File: src/hw/imp_regs.vh
// Register offsets, field positions and reset values of the interrupt mask/poll/eoi block
`ifndef IMP_REGS_VH
`define IMP_REGS_VH
`define IMP_OFS_VECTOR 8'h20
`define IMP_OFS_EOI 8'h22
`define IMP_OFS_POLL 8'h24
`define IMP_OFS_POLL_STATUS_PEEK 8'h26
`define IMP_OFS_PRIMASK 8'h2A
`define IMP_OFS_IN_SERVICE_REG 8'h2C
`define IMP_OFS_MASK 8'h28
`define IMP_OFS_REQUEST 8'h2E
`define IMP_MASK_RST_MASTER 16'h07FD
`define IMP_MASK_RST_SLAVE 16'h003D
`define IMP_MASK_VALID_MASTER 16'h07FD
`define IMP_MASK_VALID_SLAVE 16'h003D
`define IMP_PRI_RST 3'h7
`define IMP_PEND_BIT 15
`define IMP_NONSPECIFIC_SELECT_BIT 15
`define IMP_VEC_LO 3
`define IMP_VEC_HI 7
`define IMP_NSRC 11
`define IMP_MASTER_TYPE_BASE 5'h08
`define IMP_ZERO16 16'h0000
`endif

File: src/hw/imp_ctrl.v
// Interrupt mask, poll, poll-status, end-of-interrupt and vector registers
// Functional notes
// Mask register write equals per-source mask write
// Mask bit one blocks request, zero passes
// Master mask resets to 07FD, master layout
// Slave mask resets to 003D, slave layout
// Slave mask reads back per-source mask bits
// Poll-status read has no side effect
// Poll read acknowledges highest pending interrupt
// Poll bit 15 flags a pending interrupt
// Poll bits 4-0 give pending type
// Poll registers read-only, writes ignored
// Master end-of-interrupt write clears in-service flags
// Bit 15 nonspecific, else specific type clear
// Handler writes end-of-interrupt before returning
// Software should prefer specific end-of-interrupt
// Slave end-of-interrupt clears level in bits 2-0
// End-of-interrupt register is write-only
// Slave vector holds type upper five bits
// Vector offset is type times four
// Priority above threshold is blocked
// Taken interrupt sets in-service until cleared
// Reserved bits read zero, writes ignored
`timescale 1ns/1ps
`include "imp_regs.vh"
module imp_ctrl
(
    // Clock and reset
    input wire clk_in,
    input wire rst_n_in,
    // Mode strap, sampled after reset release
    input wire slave_mode_in,
    // Wishbone slave
    input wire wb_cyc_in,
    input wire wb_stb_in,
    input wire wb_we_in,
    input wire [7:0] wb_adr_in,
    input wire [1:0] wb_sel_in,
    input wire [15:0] wb_dat_in,
    output reg [15:0] wb_dat_out,
    output reg wb_ack_out,
    // Sources, one bit per mask position; priority three bits per source
    input wire [15:0] pending_flag_in,
    input wire [23:0] source_priority_in,
    input wire [15:0] ctl_mask_set_in,
    input wire [15:0] ctl_mask_clr_in,
    // Processor acknowledge
    input wire int_ack_in,
    output reg int_req_out,
    output reg [7:0] int_type_out,
    output reg [9:0] vector_offset_out,
    // Mask and in-service views
    output reg [15:0] source_mask_out,
    output reg [15:0] in_service_out
);

// ----------------------------------------------------------------
// State
// ----------------------------------------------------------------
reg [1:0] rst_sync_reg;
reg mode_sync_a_reg;
reg mode_sync_b_reg;
reg slave_reg;
reg strap_done_reg;
reg [15:0] source_mask_reg;
reg [2:0] priority_threshold_reg;
reg [15:0] in_service_reg;
reg [4:0] vector_type_upper_reg;
reg [15:0] pend_a_reg;
reg [15:0] pend_b_reg;
reg [15:0] mask_next;
reg [15:0] in_service_next;
reg [15:0] rd_data;
reg [15:0] clr_bits;
reg [15:0] set_bits;
reg [2:0] eoi_pri;
integer i;
integer j;

wire bus_req = wb_cyc_in & wb_stb_in & ~wb_ack_out;
wire wr_req = bus_req & wb_we_in & (&wb_sel_in);
wire rd_req = bus_req & ~wb_we_in;
wire [15:0] valid_mask = slave_reg ? `IMP_MASK_VALID_SLAVE : `IMP_MASK_VALID_MASTER;

// ----------------------------------------------------------------
// Arbitration helpers
// ----------------------------------------------------------------
function [2:0] pri_of;
    input [23:0] pri;
    input [3:0] idx;
    begin
        pri_of = pri[idx * 3 +: 3];
    end
endfunction

// Eligible: pending, unmasked, within threshold, and not itself in service
reg [15:0] eligible;
reg found;
reg [3:0] win_idx;
reg [2:0] win_pri;
always @*
begin
    eligible = `IMP_ZERO16;
    found = 1'b0;
    win_idx = 4'h0;
    win_pri = 3'h7;
    for (i = 0; i < `IMP_NSRC; i = i + 1)
    begin
        eligible[i] = pend_b_reg[i] & ~source_mask_reg[i] & valid_mask[i]
            & (pri_of(source_priority_in, i[3:0]) <= priority_threshold_reg)
            & ~in_service_reg[i];
        if (eligible[i] && (!found || pri_of(source_priority_in, i[3:0]) < win_pri))
        begin
            found = 1'b1;
            win_idx = i[3:0];
            win_pri = pri_of(source_priority_in, i[3:0]);
        end
    end
end

// Master type follows source index, slave type takes level from priority
wire [4:0] poll_type = slave_reg ? {2'b00, win_pri} : (`IMP_MASTER_TYPE_BASE + {1'b0, win_idx});
wire [15:0] poll_word = found ? {1'b1, 10'h000, poll_type} : `IMP_ZERO16;
wire [7:0] cpu_type = slave_reg ? {vector_type_upper_reg, win_pri} : {3'h0, poll_type};

// ----------------------------------------------------------------
// Read mux
// ----------------------------------------------------------------
always @*
begin
    rd_data = `IMP_ZERO16;
    case (wb_adr_in)
        `IMP_OFS_MASK: rd_data = source_mask_reg & valid_mask;
        `IMP_OFS_POLL: rd_data = poll_word;
        `IMP_OFS_POLL_STATUS_PEEK: rd_data = poll_word;
        `IMP_OFS_PRIMASK: rd_data = {13'h0000, priority_threshold_reg};
        `IMP_OFS_IN_SERVICE_REG: rd_data = in_service_reg;
        `IMP_OFS_REQUEST: rd_data = pend_b_reg & valid_mask;
        `IMP_OFS_VECTOR: rd_data = slave_reg ? {8'h00, vector_type_upper_reg, 3'h0} : `IMP_ZERO16;
        default: rd_data = `IMP_ZERO16; // End-of-interrupt reads zero
    endcase
end

// ----------------------------------------------------------------
// Mask and in-service next state
// ----------------------------------------------------------------
always @*
begin
    mask_next = source_mask_reg;
    eoi_pri = 3'h7;
    if (wr_req && wb_adr_in == `IMP_OFS_MASK)
        mask_next = wb_dat_in & valid_mask;
    // Per-source control writes land in the same bits so both views agree
    mask_next = (mask_next | ctl_mask_set_in) & ~ctl_mask_clr_in & valid_mask;
    clr_bits = `IMP_ZERO16;
    if (wr_req && wb_adr_in == `IMP_OFS_EOI)
    begin
        if (slave_reg)
        begin
            for (j = 0; j < `IMP_NSRC; j = j + 1)
                if (valid_mask[j] && pri_of(source_priority_in, j[3:0]) == wb_dat_in[2:0])
                    clr_bits[j] = 1'b1;
        end
        else if (wb_dat_in[`IMP_NONSPECIFIC_SELECT_BIT])
        begin
            // Nonspecific: clear every in-service flag at the highest in-service priority level
            for (j = 0; j < `IMP_NSRC; j = j + 1)
                if (in_service_reg[j] && pri_of(source_priority_in, j[3:0]) <= eoi_pri)
                    eoi_pri = pri_of(source_priority_in, j[3:0]);
            for (j = 0; j < `IMP_NSRC; j = j + 1)
                if (in_service_reg[j] && pri_of(source_priority_in, j[3:0]) == eoi_pri)
                    clr_bits[j] = 1'b1;
        end
        else
        begin
            for (j = 0; j < `IMP_NSRC; j = j + 1)
                if (wb_dat_in[4:0] == (`IMP_MASTER_TYPE_BASE + j[4:0]))
                    clr_bits[j] = 1'b1;
        end
    end
    set_bits = `IMP_ZERO16;
    // Processor acknowledge or a poll read takes the winner; poll-status does not
    if (found && (int_ack_in || (rd_req && wb_adr_in == `IMP_OFS_POLL)))
        set_bits[win_idx] = 1'b1;
    // Set wins over a clear in the same cycle
    in_service_next = (in_service_reg & ~clr_bits) | set_bits;
end

// ----------------------------------------------------------------
// Registers
// ----------------------------------------------------------------
always @(posedge clk_in or negedge rst_n_in)
begin
    if (!rst_n_in)
    begin
        mode_sync_a_reg <= 1'b0;
        mode_sync_b_reg <= 1'b0;
        slave_reg <= 1'b0;
        strap_done_reg <= 1'b0;
        rst_sync_reg <= 2'b00;
        source_mask_reg <= `IMP_MASK_RST_MASTER;
        priority_threshold_reg <= `IMP_PRI_RST;
        in_service_reg <= `IMP_ZERO16;
        vector_type_upper_reg <= 5'h00;
        pend_a_reg <= `IMP_ZERO16;
        pend_b_reg <= `IMP_ZERO16;
        wb_ack_out <= 1'b0;
        wb_dat_out <= `IMP_ZERO16;
        int_req_out <= 1'b0;
        int_type_out <= 8'h00;
        vector_offset_out <= 10'h000;
        source_mask_out <= `IMP_MASK_RST_MASTER;
        in_service_out <= `IMP_ZERO16;
    end
    else
    begin
        mode_sync_a_reg <= slave_mode_in;
        mode_sync_b_reg <= mode_sync_a_reg;
        pend_a_reg <= pending_flag_in;
        pend_b_reg <= pend_a_reg;
        rst_sync_reg <= {rst_sync_reg[0], 1'b1};
        if (!strap_done_reg && rst_sync_reg[1])
        begin
            // Mode is caught once; the mask takes the reset value of that mode
            strap_done_reg <= 1'b1;
            slave_reg <= mode_sync_b_reg;
            source_mask_reg <= mode_sync_b_reg ? `IMP_MASK_RST_SLAVE : `IMP_MASK_RST_MASTER;
        end
        else
            source_mask_reg <= mask_next;
        in_service_reg <= in_service_next;
        if (wr_req && wb_adr_in == `IMP_OFS_PRIMASK)
            priority_threshold_reg <= wb_dat_in[2:0];
        if (wr_req && wb_adr_in == `IMP_OFS_VECTOR && slave_reg)
            vector_type_upper_reg <= wb_dat_in[`IMP_VEC_HI:`IMP_VEC_LO];
        // Poll, poll-status, in-service and request writes fall through
        wb_ack_out <= bus_req;
        wb_dat_out <= rd_req ? rd_data : `IMP_ZERO16;
        int_req_out <= found;
        int_type_out <= cpu_type;
        vector_offset_out <= {cpu_type, 2'b00};
        source_mask_out <= source_mask_reg;
        in_service_out <= in_service_reg;
    end
end

endmodule

File: config.mk
export PLATFORM = sky130hd
export DESIGN_NAME = imp_ctrl
export DESIGN_NICKNAME = d
export VERILOG_FILES = /design/src/hw/imp_ctrl.v
export VERILOG_INCLUDE_DIRS = /design/src /design/src/hw
export SDC_FILE = /design/constraint.sdc
export NUM_CORES = 1
export LEC_CHECK = 0
export ABC_CLOCK_PERIOD_IN_PS = 9090
export BUFFER_PORTS_ARGS = -buffer_cell sky130_fd_sc_hd__buf_4
export CORE_ASPECT_RATIO = 1.25
export CORE_MARGIN = 2
export CORE_UTILIZATION = 49
export DETAILED_ROUTE_END_ITERATION = 12
export GPL_TIMING_DRIVEN = 1
export PLACE_DENSITY_LB_ADDON = 0.08
export RECOVER_POWER = 50
export SLEW_MARGIN = 10
export SYNTH_ARGS = -nofsm -noshare
export SYNTH_HDL_FRONTEND = slang
export SYNTH_SLANG_ARGS = --single-unit
File: constraint.sdc
create_clock -name clk_in -period 9.09 [get_ports clk_in]
set_input_delay 0.909 -clock clk_in [delete_from_list [all_inputs] [get_ports clk_in]]
set_output_delay 0.909 -clock clk_in [all_outputs]
set_load 0.02 [all_outputs]
==> impl_metrics.env <==
export IMPL_synthCells=734
export IMPL_fmax_mhz=106
export IMPL_drive_gt1_frac=0.380
export IMPL_ys_seq_area_frac=0.358
export IMPL_numCtsBuffers=9
export IMPL_max_cap_violations=1
export IMPL_clk_latency_ps=350
export IMPL_gr_usage_all_layers=0.292
export IMPL_worst_pin_slew_ps=3580
export IMPL_finalClockSkew_ps=11.5
export IMPL_h_tree_depth=3
export IMPL_area_growth_pct=35.8
export IMPL_period_minus_slack_ps=9390
export IMPL_setup_tns_ps=-1760
export IMPL_path_clk_slew_ps=70
export IMPL_fillCellCount=1155
export IMPL_crit_type="in -> reg"
export IMPL_cts_hold_buf=0
export IMPL_endpoint="in_service_reg[6]"
export IMPL_postLayoutCellArea_um2=9410
export IMPL_critPathMaxFanout=5
export IMPL_first_pass_iters=8
export IMPL_drt_wl_total_um=22100
export IMPL_rsz0062_at_grt="yes"
export IMPL_diodes=0
export IMPL_vias=6584
export IMPL_synthFlopType="dfrtp_1"
export IMPL_postSynthAreaPerCell_um2=9.44
export IMPL_syn_area_um2=6930
export IMPL_hold_slack_ps=345
export IMPL_clock_path_buffers=2
export IMPL_status="complete, but fails checks"
export IMPL_worstSetupStartpointType="input pin"
export IMPL_cp_data_arrival_time_ps=9660
export IMPL_grt_max_degree=73
export IMPL_floorplan_initialDensity=0.502
export IMPL_place_congestion=0.898
export IMPL_drv_slew=73
export IMPL_grt_overflow=0
export IMPL_power_w=0.00130
export IMPL_ant_nets=0
export IMPL_worst_path_max_delay_cell="a311o_1"
export IMPL_cts_tree="done"
export IMPL_core_um2=13800
export IMPL_rrSetupSlack_ps=-50
export IMPL_rows=48
export IMPL_ios=173
export IMPL_ys_ff_latch=98
export IMPL_final_setup_viol_count=7
export IMPL_portBuffers=133
export IMPL_cts_sinks=98
export IMPL_reg2reg_from="in_service_reg[0]"
export IMPL_cp_required_ps=9350
export IMPL_ir_drop_v=0.000133
export IMPL_synth_edf_count=0
export IMPL_ys_async_sr_fraction=1.00
export IMPL_regArea_um2=2480
export IMPL_yosysUniqueCellTypes=88
export IMPL_max_slew_margin_rel=-1.39
export IMPL_min_period_over_period=1.03
export IMPL_largest_register_ff_count=12
export IMPL_r2r_end="in_service_reg[6]"
export IMPL_dieArea_um2=15100
export IMPL_drtIter0Drc=359
export IMPL_cp_startpoint="source_priority_in[0]"
export IMPL_die_w_um=110
export IMPL_yosys_warnings=0
export IMPL_dpl_cell_area_um2=8730
export IMPL_slowest_delay_ps=380
export IMPL_fin_nets=1097
export IMPL_drcViolationCount=0
export IMPL_die_h_um=137
export IMPL_grt_pass1_wl_um=33700
export IMPL_violations="capacitance limit, slew limit, setup timing"
export IMPL_multi_input_area_um2=4530
export IMPL_end_kind="flop"
export IMPL_fin_ws_ps=-301
export IMPL_dp_slack_ps=-794
export IMPL_wl_per_cell_um=19.6
export IMPL_power_density_nw_per_um2=138
export IMPL_p_leak_nw=4.20
export IMPL_viasPerCell=5.84
export IMPL_dpl_hpwl_um=17300
export IMPL_hold_path_class="reg -> reg"
export IMPL_r2r_cells=50
export IMPL_first_global_vias=6482
export IMPL_hold_violations=0
export IMPL_grt_antenna_before_repair=0
export IMPL_cts_root_buf="clkbuf_16"
## layout make-up
| cell class | instances | area share |
|---|---|---|
| Clock buffer | 9 | 0.0239 |
| Clock inverter | 7 | 0.00784 |
| Inverter | 38 | 0.0160 |
| Multi-Input combinational cell | 563 | 0.481 |
| Sequential cell | 98 | 0.264 |
| Tap cell | 175 | 0.0233 |
| Timing Repair Buffer | 238 | 0.184 |
## how the worst min path moves through the flow
| stage | to | slack, ps | startpoint | cells after the start |
|---|---|---|---|---|
| after floorplan | mode_sync_b_reg | 330 | mode_sync_a_reg | 0 |
| after global placement | rst_sync_reg[1] | 330 | rst_sync_reg[0] | 0 |
| after CTS | pend_b_reg[6] | 350 | pend_a_reg[6] | 0 |
| final | pend_b_reg[6] | 350 | pend_a_reg[6] | 0 |
| after global routing | pend_b_reg[6] | 350 | pend_a_reg[6] | 0 |
| after detailed placement | pend_b_reg[6] | 340 | pend_a_reg[6] | 0 |
## cell families after synthesis
kind of cell    after synthesis  synth area share
compound gates              213             0.231
buf+inv                      89            0.0648
fa+ha+maj                    46            0.0823
flops                        98             0.358
xor+xnor                     33            0.0417
simple gates                228             0.179
other cells                   2           0.00108
mux                          25            0.0421
## Yosys cell counts (4+ instances only)
| master | n | area share |
|---|---|---|
| mux2i_1 | 10 | 0.014 |
| and3_1 | 7 | 0.0063 |
| nand2_1 | 36 | 0.020 |
| inv_1 | 38 | 0.021 |
| dfstp_2 | 23 | 0.087 |
| o31ai_1 | 11 | 0.012 |
| o22ai_1 | 4 | 0.0036 |
| a21o_1 | 4 | 0.0043 |
| a32oi_1 | 7 | 0.0088 |
| nor4b_1 | 5 | 0.0063 |
| a22o_1 | 7 | 0.0088 |
| o21ai_0 | 47 | 0.034 |
| a21oi_1 | 20 | 0.014 |
| a22oi_1 | 5 | 0.0054 |
| buf_4 | 28 | 0.030 |
| dfrtp_1 | 75 | 0.27 |
| o211ai_1 | 11 | 0.012 |
| nor3b_1 | 6 | 0.0065 |
| nor2b_1 | 18 | 0.016 |
| nand2b_1 | 12 | 0.011 |
| ha_1 | 44 | 0.079 |
| nand3_1 | 19 | 0.014 |
| a211oi_1 | 17 | 0.018 |
| a41oi_1 | 6 | 0.0076 |
| xor2_1 | 6 | 0.0076 |
| clkbuf_1 | 19 | 0.010 |
| mux2_2 | 13 | 0.021 |
| and2_1 | 21 | 0.019 |
| a31oi_1 | 15 | 0.014 |
| or2_2 | 9 | 0.0081 |
| o21a_1 | 9 | 0.0098 |
| nor2_1 | 52 | 0.028 |
| xnor2_1 | 27 | 0.034 |
| nor3_1 | 17 | 0.012 |
## worst max-delay path: cells and delay by family
| family | cells | cell delay [ps] |
|---|---|---|
| AO/OA/AOI/OAI | 22 | 3580 |
| adder cells (fa/ha/maj) | 8 | 2130 |
| AND/OR/NAND/NOR | 13 | 1670 |
| multiplexers | 3 | 720 |
| buffers and inverters | 6 | 670 |
## cells in the final DEF (no fill, tap or decap), types with 10 or more instances in the layout
cell	netlist	layout
nor2_1	52	47
conb_1	2	18
inv_1	38	35
a31oi_1	15	14
dfstp_2	23	13
dfstp_1	0	10
buf_4	28	198
dfrtp_1	75	75
o21ai_0	47	33
ha_1	44	36
and2_1	21	18
clkbuf_1	19	22
nor2b_1	18	17
o211ai_1	11	11
nand2_1	36	32
clkbuf_4	0	12
a21oi_1	20	17
nand3_1	19	18
nand2b_1	12	11
a211oi_1	17	14
nor3_1	17	12
xnor2_1	27	25
mux2_2	13	11
## per-stage QoR
step,cells,util
final,1128,0.681
after global routing,1128,0.681
after CTS,1121,0.670
after detailed placement,1095,0.632
after global placement,1095,0.632
after floorplan,750,-
## power by group
group	total [W]	switching, W	internal [W]
registers	0.000473	0.0000133	0.000460
clock network	0.000367	0.000174	0.000194
logic	0.000460	0.000239	0.000221
total	0.00130	0.000426	0.000875
## per-layer routing
layer,up-vias,track usage,part of all wire
li1,3083,-,-
met1,3206,0.355,0.40
met2,241,0.533,0.52
met3,54,0.0305,0.048
met4,0,0.0993,0.030
met5,-,0,0
## repair_timing
| item | CTS | global route |
|---|---|---|
| setup endpoints to repair | 14 | 14 |
| buffers inserted | 10 | 8 |
| pin swaps | 45 | 34 |
| gates cloned | 0 | 0 |
| resized for setup | 31 | 40 |
(Power assumes the default switching activity.)
